**src/sfh_consts.svh**
```systemverilog
`ifndef SFH_CONSTS_SVH
`define SFH_CONSTS_SVH

// lane widths of a phase
`define SFH_LANE1          3'h1
`define SFH_LANE2          3'h2
`define SFH_LANE4          3'h4

// clock and timing, in ns and derived cycles
`define SFH_CLK_NS         100
`define SFH_SCK_HALF_CYC   4'h4
`define SFH_SCK_MID_CYC    4'h2
`define SFH_CS_SETUP_NS    100
`define SFH_CS_SETUP_CYC   ((`SFH_CS_SETUP_NS + `SFH_CLK_NS - 1) / `SFH_CLK_NS)
`define SFH_CS_HIGH_NS     300
`define SFH_CS_HIGH_CYC    ((`SFH_CS_HIGH_NS + `SFH_CLK_NS - 1) / `SFH_CLK_NS)

// bits of one byte, used by every byte-wide phase
`define SFH_BYTE_BITS      6'h08

`endif

```
**src/sfh_pkg.sv**
```systemverilog
package sfh_pkg;

  // one-hot phases, ascending in command order
  typedef enum logic [9:0] {
    PH_IDLE   = 10'h001,
    PH_SETUP  = 10'h002,
    PH_INSTR  = 10'h004,
    PH_ADDR   = 10'h008,
    PH_MODE   = 10'h010,
    PH_DUMMY  = 10'h020,
    PH_WRITE  = 10'h040,
    PH_READ   = 10'h080,
    PH_FINISH = 10'h100,
    PH_CSHIGH = 10'h200
  } sfh_phase_e;

  typedef logic [2:0] sfh_lanes_t;

  typedef struct packed {
    logic [1:0] rst_sh;
    logic [3:0] io_meta;
    logic [3:0] io_sync;
  } sfh_sync_s;

  typedef struct packed {
    logic       sck;
    logic [3:0] cnt;
  } sfh_sck_s;

  typedef struct packed {
    sfh_phase_e  ph;
    logic        cs_n;
    logic [31:0] sh;
    logic [6:0]  units;
    logic [15:0] bytes;
    logic        pend;
    logic        skipf;
    logic [7:0]  rsh;
    logic [7:0]  rd_data;
    logic        rd_valid;
    logic        done;
    logic [3:0]  wait_cnt;
    logic [7:0]  instr;
    logic [31:0] addr;
    logic [2:0]  ab;
    sfh_lanes_t  wa;
    sfh_lanes_t  wd;
    logic        mode_en;
    logic [7:0]  mode;
    logic [4:0]  dummy;
    logic        ddr;
    logic        all_four_lane_mode;
    logic        quad;
    logic        cont;
    logic        cpol;
    logic [15:0] wr_len;
    logic [15:0] rd_len;
    logic [3:0]  io_out;
    logic [3:0]  io_oe;
  } sfh_ctrl_s;

endpackage : sfh_pkg

```
**src/sfh_sync.sv**
```systemverilog
`timescale 1ns/10ps
`include "sfh_consts.svh"

module sfh_sync
  import sfh_pkg::*;
(
  // clock and raw reset
  input  wire logic       clk_i,
  input  wire logic       rst_n_i,
  // pin inputs
  input  wire logic [3:0] io_i,
  // synchronised copies
  output logic            rst_n_o,
  output logic [3:0]      io_o
);

  sfh_sync_s st_r;
  sfh_sync_s st_nxt;

  // the meta stage feeds only the second stage
  always_comb begin
    st_nxt         = st_r;
    st_nxt.rst_sh  = {st_r.rst_sh[0], 1'b1};
    st_nxt.io_meta = io_i;
    st_nxt.io_sync = st_r.io_meta;
  end

  always_ff @(posedge clk_i or negedge rst_n_i) begin
    if (!rst_n_i) begin
      st_r <= '0;
    end else begin
      st_r <= st_nxt;
    end
  end

  assign rst_n_o = st_r.rst_sh[1];
  assign io_o    = st_r.io_sync;

endmodule : sfh_sync

```
**src/sfh_sck_gen.sv**
```systemverilog
`timescale 1ns/10ps
`include "sfh_consts.svh"

module sfh_sck_gen
  import sfh_pkg::*;
(
  // clock and reset
  input  wire logic clk_i,
  input  wire logic rst_n_i,
  // control
  input  wire logic run_i,
  input  wire logic hold_i,
  input  wire logic cpol_i,
  // link clock and its events
  output logic      sck_o,
  output logic      rise_o,
  output logic      fall_o,
  output logic      mid_o,
  output logic      active_o
);

  sfh_sck_s st_r;
  sfh_sck_s st_nxt;
  logic     edge_w;

  // keeps toggling after run drops until SCK is back at its park level
  assign active_o = run_i || (st_r.sck != cpol_i);
  assign edge_w   = active_o && (st_r.cnt == (`SFH_SCK_HALF_CYC - 4'h1));
  assign rise_o   = edge_w && !st_r.sck;
  assign fall_o   = edge_w && st_r.sck;
  assign mid_o    = active_o && (st_r.cnt == `SFH_SCK_MID_CYC);
  assign sck_o    = st_r.sck;

  // hold freezes at mid-phase only, so no edge is ever stretched short
  always_comb begin
    st_nxt = st_r;
    if (!active_o) begin
      st_nxt.sck = cpol_i;
      st_nxt.cnt = 4'h0;
    end else if (!hold_i) begin
      if (edge_w) begin
        st_nxt.cnt = 4'h0;
        st_nxt.sck = ~st_r.sck;
      end else begin
        st_nxt.cnt = st_r.cnt + 4'h1;
      end
    end
  end

  always_ff @(posedge clk_i or negedge rst_n_i) begin
    if (!rst_n_i) begin
      st_r <= '0;
    end else begin
      st_r <= st_nxt;
    end
  end

endmodule : sfh_sck_gen

```
**src/sfh_ctrl.sv**
```systemverilog
`timescale 1ns/10ps
`include "sfh_consts.svh"

module sfh_ctrl
  import sfh_pkg::*;
(
  // clock and reset
  input  wire logic        clk_i,
  input  wire logic        rst_n_i,
  // command request
  input  wire logic        start_i,
  output logic             cmd_ready_o,
  input  wire logic [7:0]  instr_i,
  input  wire logic [31:0] addr_i,
  input  wire logic [2:0]  addr_bytes_i,
  input  wire logic [2:0]  addr_lanes_i,
  input  wire logic [2:0]  data_lanes_i,
  input  wire logic        mode_en_i,
  input  wire logic [7:0]  mode_i,
  input  wire logic [4:0]  dummy_i,
  input  wire logic        ddr_i,
  input  wire logic        cont_i,
  input  wire logic [15:0] wr_len_i,
  input  wire logic [15:0] rd_len_i,
  input  wire logic        cpol_i,
  // lane configuration of the memory
  input  wire logic        four_lane_enable_bit_i,
  input  wire logic        all_four_lane_mode_i,
  // write data stream
  input  wire logic [7:0]  wr_data_i,
  input  wire logic        wr_valid_i,
  output logic             wr_ready_o,
  // read data and completion
  output logic [7:0]       rd_data_o,
  output logic             rd_valid_o,
  output logic             done_o,
  // memory pins
  output logic             sck_o,
  output logic             cs_n_o,
  input  wire logic [3:0]  io_i,
  output logic [3:0]       io_o,
  output logic [3:0]       io_oe_o
);

  sfh_ctrl_s  st_r;
  sfh_ctrl_s  st_nxt;
  logic       rst_n_s;
  logic [3:0] io_s;
  logic       run_w;
  logic       hold_w;
  logic       take_w;
  logic       rise_w;
  logic       fall_w;
  logic       mid_w;
  logic       active_w;

  // lane width used by a phase
  function automatic sfh_lanes_t w_of(input sfh_ctrl_s st);
    if (st.ph == PH_INSTR) begin
      w_of = st.all_four_lane_mode ? `SFH_LANE4 : `SFH_LANE1;
    end else if (st.ph inside {PH_ADDR, PH_MODE, PH_DUMMY}) begin
      w_of = st.wa;
    end else begin
      w_of = st.wd;
    end
  endfunction : w_of

  // transfers needed to move a number of bits over w lanes
  function automatic logic [6:0] units_of(input logic [5:0] bits,
                                          input sfh_lanes_t w);
    case (w)
      `SFH_LANE2: units_of = {2'h0, bits[5:1]};
      `SFH_LANE4: units_of = {3'h0, bits[5:2]};
      default:    units_of = {1'h0, bits};
    endcase
  endfunction : units_of

  // drop the group just sent, next group comes up at the top
  function automatic logic [31:0] shl(input logic [31:0] sh,
                                      input sfh_lanes_t w);
    case (w)
      `SFH_LANE2: shl = {sh[29:0], 2'h0};
      `SFH_LANE4: shl = {sh[27:0], 4'h0};
      default:    shl = {sh[30:0], 1'h0};
    endcase
  endfunction : shl

  // MSB of the group lands on the highest lane, LSB on IO0
  function automatic logic [3:0] lanes_out(input logic [31:0] sh,
                                           input sfh_lanes_t w);
    case (w)
      `SFH_LANE2: lanes_out = {2'h0, sh[31:30]};
      `SFH_LANE4: lanes_out = sh[31:28];
      default:    lanes_out = {3'h0, sh[31]};
    endcase
  endfunction : lanes_out

  function automatic logic [3:0] lane_mask(input sfh_lanes_t w);
    case (w)
      `SFH_LANE2: lane_mask = 4'h3;
      `SFH_LANE4: lane_mask = 4'hF;
      default:    lane_mask = 4'h1;
    endcase
  endfunction : lane_mask

  // single lane reads come back on IO1, wider ones on the low lanes
  function automatic logic [7:0] gather(input logic [7:0] rsh,
                                        input logic [3:0] io,
                                        input sfh_lanes_t w);
    case (w)
      `SFH_LANE2: gather = {rsh[5:0], io[1:0]};
      `SFH_LANE4: gather = {rsh[3:0], io[3:0]};
      default:    gather = {rsh[6:0], io[1]};
    endcase
  endfunction : gather

  // phase that follows the current one; one-hot codes ascend in order
  function automatic sfh_phase_e next_ph(input sfh_ctrl_s st);
    if (st.ph < PH_ADDR && st.ab != 3'h0) begin
      next_ph = PH_ADDR;
    end else if (st.ph < PH_MODE && st.mode_en) begin
      next_ph = PH_MODE;
    end else if (st.ph < PH_DUMMY && st.dummy != 5'h00) begin
      next_ph = PH_DUMMY;
    end else if (st.ph < PH_WRITE && st.wr_len != 16'h0000) begin
      next_ph = PH_WRITE;
    end else if (st.ph < PH_WRITE && st.rd_len != 16'h0000) begin
      next_ph = PH_READ;
    end else begin
      next_ph = PH_FINISH;
    end
  endfunction : next_ph

  // load shift register and transfer count for a new phase
  function automatic sfh_ctrl_s enter(input sfh_ctrl_s  st,
                                      input sfh_phase_e tgt,
                                      input logic [7:0] wb);
    sfh_ctrl_s r;
    r       = st;
    // double rate skips the fall that closes the instruction cycle
    r.skipf = (st.ph == PH_INSTR) || (st.ph == PH_SETUP);
    r.pend  = 1'b0;
    r.ph    = tgt;
    case (tgt)
      PH_INSTR: begin
        r.sh    = {st.instr, 24'h000000};
        r.units = units_of(`SFH_BYTE_BITS, w_of(r));
      end
      PH_ADDR: begin
        // 24-bit addresses are left aligned so the MSB leaves first
        r.sh    = (st.ab == 3'h3) ? {st.addr[23:0], 8'h00} : st.addr;
        r.units = units_of({st.ab, 3'h0}, st.wa);
      end
      PH_MODE: begin
        r.sh    = {st.mode, 24'h000000};
        r.units = units_of(`SFH_BYTE_BITS, st.wa);
      end
      PH_DUMMY: begin
        r.sh    = 32'h00000000;
        r.units = st.ddr ? {1'h0, st.dummy, 1'h0} : {2'h0, st.dummy};
      end
      PH_WRITE: begin
        r.sh    = {wb, 24'h000000};
        r.bytes = st.wr_len;
        r.units = units_of(`SFH_BYTE_BITS, st.wd);
      end
      PH_READ: begin
        r.bytes = st.rd_len;
        r.units = units_of(`SFH_BYTE_BITS, st.wd);
      end
      default: begin
      end
    endcase
    enter = r;
  endfunction : enter

  // reset release and pin input synchronisers
  sfh_sync u_sync (
    .clk_i   (clk_i),
    .rst_n_i (rst_n_i),
    .io_i    (io_i),
    .rst_n_o (rst_n_s),
    .io_o    (io_s)
  );

  // link clock divided down from clk_i
  sfh_sck_gen u_sck (
    .clk_i    (clk_i),
    .rst_n_i  (rst_n_s),
    .run_i    (run_w),
    .hold_i   (hold_w),
    .cpol_i   (st_r.cpol),
    .sck_o    (sck_o),
    .rise_o   (rise_w),
    .fall_o   (fall_w),
    .mid_o    (mid_w),
    .active_o (active_w)
  );

  assign run_w = st_r.ph inside {PH_INSTR, PH_ADDR, PH_MODE, PH_DUMMY,
                                 PH_WRITE, PH_READ};

  // transfers: the memory takes a group on a latch edge, the host
  // moves to the next group at the middle of the following half period
  always_comb begin
    logic       lat;
    logic       step;
    logic [7:0] rs;
    sfh_phase_e tgt;
    sfh_lanes_t w;
    logic       drv;
    logic       quad_any;
    st_nxt          = st_r;
    st_nxt.rd_valid = 1'b0;
    st_nxt.done     = 1'b0;
    hold_w          = 1'b0;
    take_w          = 1'b0;
    rs              = 8'h00;
    tgt             = PH_FINISH;
    // instruction always on rises; later double rate phases on both
    lat  = rise_w || (st_r.ddr && st_r.ph != PH_INSTR && fall_w
                      && !st_r.skipf);
    step = mid_w && st_r.pend;
    unique case (st_r.ph)
      PH_IDLE: begin
        if (start_i) begin
          st_nxt.instr    = instr_i;
          st_nxt.addr     = addr_i;
          st_nxt.ab       = addr_bytes_i;
          st_nxt.all_four_lane_mode      = all_four_lane_mode_i;
          st_nxt.quad     = four_lane_enable_bit_i;
          st_nxt.wa       = all_four_lane_mode_i ? `SFH_LANE4
                                                 : addr_lanes_i;
          st_nxt.wd       = all_four_lane_mode_i ? `SFH_LANE4
                                                 : data_lanes_i;
          st_nxt.mode_en  = mode_en_i;
          st_nxt.mode     = mode_i;
          st_nxt.dummy    = dummy_i;
          st_nxt.ddr      = ddr_i;
          st_nxt.cont     = cont_i;
          st_nxt.cpol     = cpol_i;
          st_nxt.wr_len   = wr_len_i;
          st_nxt.rd_len   = rd_len_i;
          st_nxt.cs_n     = 1'b0;
          st_nxt.wait_cnt = 4'(`SFH_CS_SETUP_CYC);
          st_nxt.ph       = PH_SETUP;
        end
      end
      PH_SETUP: begin
        if (st_r.wait_cnt <= 4'h1) begin
          // continuous read opens straight with the address
          st_nxt = enter(st_r, st_r.cont ? PH_ADDR : PH_INSTR,
                         8'h00);
        end else begin
          st_nxt.wait_cnt = st_r.wait_cnt - 4'h1;
        end
      end
      PH_INSTR, PH_ADDR, PH_MODE, PH_DUMMY, PH_WRITE: begin
        if (lat) begin
          st_nxt.units = st_r.units - 7'h01;
          st_nxt.pend  = 1'b1;
          if (rise_w) begin
            st_nxt.skipf = 1'b0;
          end
        end
        if (step) begin
          st_nxt.pend = 1'b0;
          if (st_r.units != 7'h00) begin
            st_nxt.sh = shl(st_r.sh, w_of(st_r));
          end else if (st_r.ph == PH_WRITE && st_r.bytes != 16'h0001) begin
            // next write byte; stall SCK until the user has one
            if (wr_valid_i) begin
              take_w       = 1'b1;
              st_nxt.sh    = {wr_data_i, 24'h000000};
              st_nxt.bytes = st_r.bytes - 16'h0001;
              st_nxt.units = units_of(`SFH_BYTE_BITS, st_r.wd);
            end else begin
              hold_w      = 1'b1;
              st_nxt.pend = 1'b1;
            end
          end else begin
            tgt = next_ph(st_r);
            if (tgt == PH_WRITE && !wr_valid_i) begin
              hold_w      = 1'b1;
              st_nxt.pend = 1'b1;
            end else begin
              take_w = (tgt == PH_WRITE);
              st_nxt = enter(st_nxt, tgt, wr_data_i);
            end
          end
        end
      end
      PH_READ: begin
        if (lat) begin
          if (rise_w) begin
            st_nxt.skipf = 1'b0;
          end
          rs           = gather(st_r.rsh, io_s, st_r.wd);
          st_nxt.rsh   = rs;
          st_nxt.units = st_r.units - 7'h01;
          if (st_r.units == 7'h01) begin
            st_nxt.rd_data  = rs;
            st_nxt.rd_valid = 1'b1;
            if (st_r.bytes == 16'h0001) begin
              st_nxt.ph = PH_FINISH;
            end else begin
              st_nxt.bytes = st_r.bytes - 16'h0001;
              st_nxt.units = units_of(`SFH_BYTE_BITS, st_r.wd);
            end
          end
        end
      end
      PH_FINISH: begin
        // select rises only once SCK is parked; the count is whole clk_i cycles
        if (!active_w) begin
          st_nxt.cs_n     = 1'b1;
          st_nxt.wait_cnt = 4'(`SFH_CS_HIGH_CYC);
          st_nxt.ph       = PH_CSHIGH;
        end
      end
      PH_CSHIGH: begin
        if (st_r.wait_cnt <= 4'h1) begin
          st_nxt.done = 1'b1;
          st_nxt.ph   = PH_IDLE;
        end else begin
          st_nxt.wait_cnt = st_r.wait_cnt - 4'h1;
        end
      end
    endcase
    // pin drive follows the phase being entered, registered once
    w   = w_of(st_nxt);
    drv = st_nxt.ph inside {PH_INSTR, PH_ADDR, PH_MODE, PH_WRITE};
    st_nxt.io_out = drv ? lanes_out(st_nxt.sh, w) : 4'h0;
    st_nxt.io_oe  = drv ? lane_mask(w) : 4'h0;
    quad_any = (st_nxt.ph == PH_IDLE)
             ? (four_lane_enable_bit_i || all_four_lane_mode_i)
             : (st_nxt.quad || st_nxt.all_four_lane_mode);
    if (!quad_any) begin
      // write guard and reset pins held inactive high
      st_nxt.io_out[3:2] = 2'h3;
      st_nxt.io_oe[3:2]  = 2'h3;
    end else if (st_nxt.ph inside {PH_IDLE, PH_SETUP, PH_CSHIGH}) begin
      // IO2 is a data lane now; only IO3 stays driven high off-frame
      st_nxt.io_out[3] = 1'b1;
      st_nxt.io_oe[3]  = 1'b1;
    end
  end

  always_ff @(posedge clk_i or negedge rst_n_s) begin
    if (!rst_n_s) begin
      st_r <= '{ph: PH_IDLE, cs_n: 1'b1, default: '0};
    end else begin
      st_r <= st_nxt;
    end
  end

  // outputs
  assign cmd_ready_o = (st_r.ph == PH_IDLE);
  assign wr_ready_o  = take_w;
  assign rd_data_o   = st_r.rd_data;
  assign rd_valid_o  = st_r.rd_valid;
  assign done_o      = st_r.done;
  assign cs_n_o      = st_r.cs_n;
  assign io_o        = st_r.io_out;
  assign io_oe_o     = st_r.io_oe;

endmodule : sfh_ctrl

```
**config.mk**
```make
export PLATFORM = sky130hd
export DESIGN_NAME = sfh_ctrl
export DESIGN_NICKNAME = d
export VERILOG_FILES = /design/src/sfh_pkg.sv /design/src/sfh_sync.sv /design/src/sfh_sck_gen.sv /design/src/sfh_ctrl.sv
export VERILOG_INCLUDE_DIRS = /design/src
export SDC_FILE = /design/constraint.sdc
export NUM_CORES = 1
export LEC_CHECK = 0
export ABC_AREA = 1
export ABC_CLOCK_PERIOD_IN_PS = 14800
export BUFFER_PORTS_ARGS = -buffer_cell sky130_fd_sc_hd__buf_2
export CAP_MARGIN = 20
export CELL_PAD_IN_SITES_DETAIL_PLACEMENT = 1
export CELL_PAD_IN_SITES_GLOBAL_PLACEMENT = 1
export CORE_MARGIN = 10
export CORE_UTILIZATION = 47
export DETAILED_ROUTE_END_ITERATION = 16
export PLACE_DENSITY_LB_ADDON = 0.1
export SLEW_MARGIN = 15
export SYNTH_ARGS = -nofsm -noshare
export SYNTH_HDL_FRONTEND = slang
export SYNTH_SLANG_ARGS = --single-unit
export TNS_END_PERCENT = 5
```
**constraint.sdc**
```tcl
create_clock -name clk_i -period 14.8 [get_ports clk_i]
set_input_delay 0.74 -clock clk_i [delete_from_list [all_inputs] [get_ports clk_i]]
set_output_delay 0.74 -clock clk_i [all_outputs]
set_load 0.01 [all_outputs]
```
# Word level (Yosys, flattened, before mapping)
# Cells that the tools add are included.
dict set report classes {
  n_addsub 4
  div_mod_pow 0
  reduce_logical 53
  multipliers 0
  shift 0
  order_cmp 5
  n_mux 111
  bitwise 3
  eq_ne 72
}
# op n
set ops {}
lappend ops {{131-bit two-way mux} 2}
lappend ops {{100-bit case mux with 2 select lines} 1}
lappend ops {{198-bit two-way mux} 1}
lappend ops {{32-bit case mux with 5 select lines} 1}
lappend ops {{155-bit two-way mux} 1}
lappend ops {{32-bit case mux with 2 select lines} 2}
lappend ops {{32-bit case mux with 4 select lines} 1}
lappend ops {{104-bit two-way mux} 1}
lappend ops {{86-bit two-way mux} 1}
lappend ops {{10-bit two-way mux} 8}
lappend ops {{7-bit case mux with 5 select lines} 2}
lappend ops {{23-bit two-way mux} 3}
lappend ops {{23-bit case mux with 3 select lines} 1}
lappend ops {{66-bit two-way mux} 1}
lappend ops {{32-bit two-way mux} 2}
lappend ops {{16-bit case mux with 2 select lines} 2}
lappend ops {{3-bit two-way mux} 20}
lappend ops {{10-bit case mux with 6 select lines} 1}
lappend ops {{56-bit two-way mux} 1}
lappend ops {{55-bit two-way mux} 1}
lappend ops {{9-bit two-way mux} 6}
lappend ops {{18-bit case mux with 3 select lines} 1}
lappend ops {{4-bit case mux with 2 select lines} 6}
lappend ops {{11-bit two-way mux} 4}
lappend ops {{74 further kinds} 178}
dict set report totals {
  out_inout_bits 22
  inputBits 116
  memories 0
  ramBits 0
  rom_bits 0
  regBits 212
  elab_cells 283
  latch_bits 0
}

# Depth between registers and ports, before layout
dict set report logic_depth {
  word_depth 35
  mapped_depth 25
  depth_no_buf 25
}

# Modules after synthesis
# Synthesis repeated with hierarchy kept, for this count alone.
dict set report hier_totals {
  cells_unflattened 1743
  area_unflattened_um2 12807.3
}
# mod instances area_per_inst_um2 cells_each seq_area_each_um2
set by_module_without_submodules {}
lappend by_module_without_submodules {sfh_ctrl 1 12197.9 1684 4932.2}
lappend by_module_without_submodules {sfh_sck_gen 1 355.3 48 125.1}
lappend by_module_without_submodules {sfh_sync 1 254.0 11 250.2}

# Worst setup path after synthesis
# No wires, ideal clock.
dict set report synth_path {
  kind {reg-to-reg}
  from {register st_r[148] in the netlist's numbering}
  to {register st_r (netlist bit io_o[3])}
  required_time_ns 14.677
  setup_time_ns 0.123
  t_arrival_ns 2.464
  path_slack_ns 12.213
  period_less_slack_ns 2.587
  path_stages_with_launch 18
  path_buffers 0
  path_cell_list {dfrtp_1 -> inv_1 -> ha_1 -> nand2_1 -> nor2_2 -> inv_1 -> nor2_2 -> clkinv_1 -> nor2_4 -> a21oi_1 -> a21oi_2 -> o21ai_2 -> nor2_1 -> nand3_1 -> o21ai_2 -> nand2_1 -> nor2_2 -> o21ai_1}
}
# element line_no
set synth_lines {}
lappend synth_lines {{from (decl)} sfh_ctrl.sv:45} ;# sfh_ctrl_s st_r;
lappend synth_lines {{from (signal assigned)} sfh_ctrl.sv:353} ;# st_r <= st_nxt;

==> run metrics <==
DR WL/cell=20.5 um; setup repair after global routing missed its margin=false; crit path max fanout=27; Crit Path Class=flop to flop; initial antenna violation count=2; largest net degree at the start of global routing=161; post-CTS setup buffers=0; crit-path max cell delay=0.68 ns; PortBufs=137; Vias/cell=5.65; Post-synth EDFFs=0; maxcap violations=0; CP arrival=4.87 ns; # IOs=138; P_leak=7.13 nW; Post-Syn Area=12,600 sq um; Worst path slowest cell=nand2_1; placed instance area=13,400 sq um; Area Growth Syn to Fin=13.6%; clk slew on worst S/H paths=0.06 ns; vias in the first global route=12,826; clk root buf=clkbuf_16; RD Place Congestion=0.923; CTS Sinks=212; core box area=26,200 sq um; final WL=44.0 mm; crit path time final=4.40 ns; Worst Setup Start Kind=flop; Die H=184 um; detailed-route via count=12,124; Layout Nets=1,912; Initial Util=48.0%; Hold Path Class=primary input to asynchronous set/reset pin; GRT Util Overall=25.9%; DR DRC count=0; Clock Tree Buf Depth=3; register area share after synthesis=42.2%; CP Capture Type=flop; #FFs+latches synth=212; dpl hpwl=33.3 mm; Routed Antenna Nets=0; # setup viols final=0; H-tree depth=1; Gates resized, CTS repair=0; peak supply drop=119 uV; Die W=184 um; Slew @ Worst Pin=1.03 ns; fillcell total=3,338; Final Max Tran Viols=0; post-route cell area=14,300 sq um; hold buffer count at cts=0; status=finished clean; DR pass1 iterations=7; die area=33,700 sq um; multi-input logic area=6040 sq um; fin crit share=29.8%; worst path cell trace=inv_2 > nand2_2 > nor2_4 > nand2_2 > nor2_1 > inv_1 > nand3_1 > nand2_1 > nand3_2 > nand2_1 > o221ai_1 > nand2_1 > a22oi_1 > nand2_1 > nand2_1 > nand2_1 > inv_1; Post-synth ARST share=100%; most frequent CP cell=nand2_1; Final Hold Viols=0; Synth Net Count=1,811; Synth cell types=71; Post-Synthesis Cells=1,687; syn avg cell area=7.46 sq um; initial drt markers=758; Num CTS Buffers=25; clock skew=0.0112 ns; predominant post-synthesis flop cell=dfrtp_1; storage element area=5310 sq um; CP Data Required Time=15.27 ns; first-pass GRT wire length=70.1 mm; Fin Setup TNS=0 ns; gr ovfl total=0; YS warnings=0; CTS tree=yes; layout cells sized above 1=16.4%; Max Freq=227 MHz; Slew Limit Headroom=30.6%; Site Rows=59; pwr/cell area=180 nW/um^2; worst-skew pair later-pin latency=0.54 ns
through the flow:
stage / power [mW] / cells / hold WS, ns / util (%) / worst slack [ns]
after floorplan: 1.60 / 1687 / 0.331 / - / 8.70
after global placement: 1.89 / 2094 / 0.333 / 51.2 / 10.51
after detailed placement: 1.92 / 2094 / 0.340 / 51.2 / 10.50
after CTS: 2.57 / 2140 / 0.0358 / 54.4 / 10.48
after global routing: 2.75 / 2142 / 0.0495 / 54.5 / 10.15
final: 2.58 / 2144 / 0.0478 / 54.5 / 10.40
final cells by class:
class                      count  area share (%)
clock inverter                12            1.09
multi-input combinational   1168            42.3
tap                          335            2.93
clock buffer                  34            4.82
inverter                     234            6.20
antenna                        2          0.0350
timing repair buffer         147            5.46
sequential                   212            37.2
flip-flops by register name, indices dropped and copies added, names as in the netlist:
signal	cells
cs_n_o	1
done_o	1
io_o	4
io_oe_o	4
rd_data_o	8
rd_valid_o	1
st_r	178
u_sck.sck_o	1
u_sck.st_r	4
u_sync.io_o	4
u_sync.rst_n_o	1
u_sync.st_nxt	5
worst max-delay path, delay by kind of cell (launching register included):
kind / cells / cell delay [ns]
AOI/OAI and AO/OA: 2 / 0.88
and+or+nand+nor: 12 / 2.63
buffers and inverters: 3 / 0.36
DFF: 1 / 0.43
report_power, final:
group / internal (mW) / leakage (nW) / switching, mW
sequential: 0.709 / 2.57 / 0.0834
combinational: 0.364 / 4.15 / 0.782
clock: 0.381 / 0.412 / 0.258
cell usage in the layout (no fill, tap or decap), drive strengths merged, types with 4 or more instances in the layout:
master   count
o21a         4
ha           8
o22ai       37
nand2      424
nand3       71
xor2        19
buf        147
dfrtp      210
nor4         6
o21ai      192
inv        233
o211ai      12
a31oi       10
a21oi       74
mux2         4
o2111ai      7
or2          4
clkinv       9
nor2       163
a22oi       30
a211oi      11
clkbuf      34
o221ai       5
a221oi      13
nand4       24
nor3        20
worst paths after layout:
check / depth (start not counted) / startpoint / to / slack [ns]
min in group clk_i: 1 / io_i[1] / u_sync.st_nxt[1] / 0.31
min: 1 / rst_n_i / u_sync.st_nxt[2] / 0.05
max: 17 / st_r[197] / io_o[0] / 10.40
min reg2reg: 0 / u_sync.rst_n_o / rd_data_o[0] / 0.34
max reg2reg: 17 / st_r[197] / io_o[0] / 10.40
max in group asynchronous: 1 / u_sync.rst_n_o / io_o[2] / 13.12
per-layer routing:
metal,vias to the layer above,share of wire [%],global-route usage (%)
met5,-,0,0
met4,0,3.1,7.70
met3,84,6.3,5.28
met2,346,47,43.2
met1,5909,44,33.2
li1,5785,-,-
cells in the mapped netlist, types with 6 or more instances:
cell type	count	share of area, %
clkbuf_1	43	1.3
a211oi_1	7	0.42
nor2_1	142	4.2
ha_1	8	0.80
dfrtp_1	210	42
a31oi_1	9	0.45
inv_2	27	0.81
buf_4	17	1.0
o22ai_1	37	1.8
nand3_2	7	0.56
a21oi_1	72	2.9
xor2_1	19	1.3
a22oi_1	30	1.8
nor2_2	15	0.75
nand4_1	23	1.1
nand2_2	15	0.75
nor2_4	6	0.54
nor3_1	18	0.72
nand2_1	403	12
nand3_1	63	2.5
o21ai_1	11	0.44
o21ai_0	177	7.0
inv_1	202	6.0
buf_2	7	0.28
a221oi_1	12	0.84
o211ai_1	12	0.72
o2111ai_1	6	0.42
cells by family (layout without fill, tap and decap cells):
kind of cell	after synthesis	after routing	synth area share [%]
buffers and inverters	307	427	9.85
xor gates and xnor gates	22	22	1.53
muxes	6	6	0.517
and+or+nand+nor	716	716	25.0
adders and majority gates	8	8	0.796
AOI/OAI and AO/OA	415	415	20.0
DFF	212	212	42.2
other	1	3	0.0298
Power figures use the tool's default switching activity.
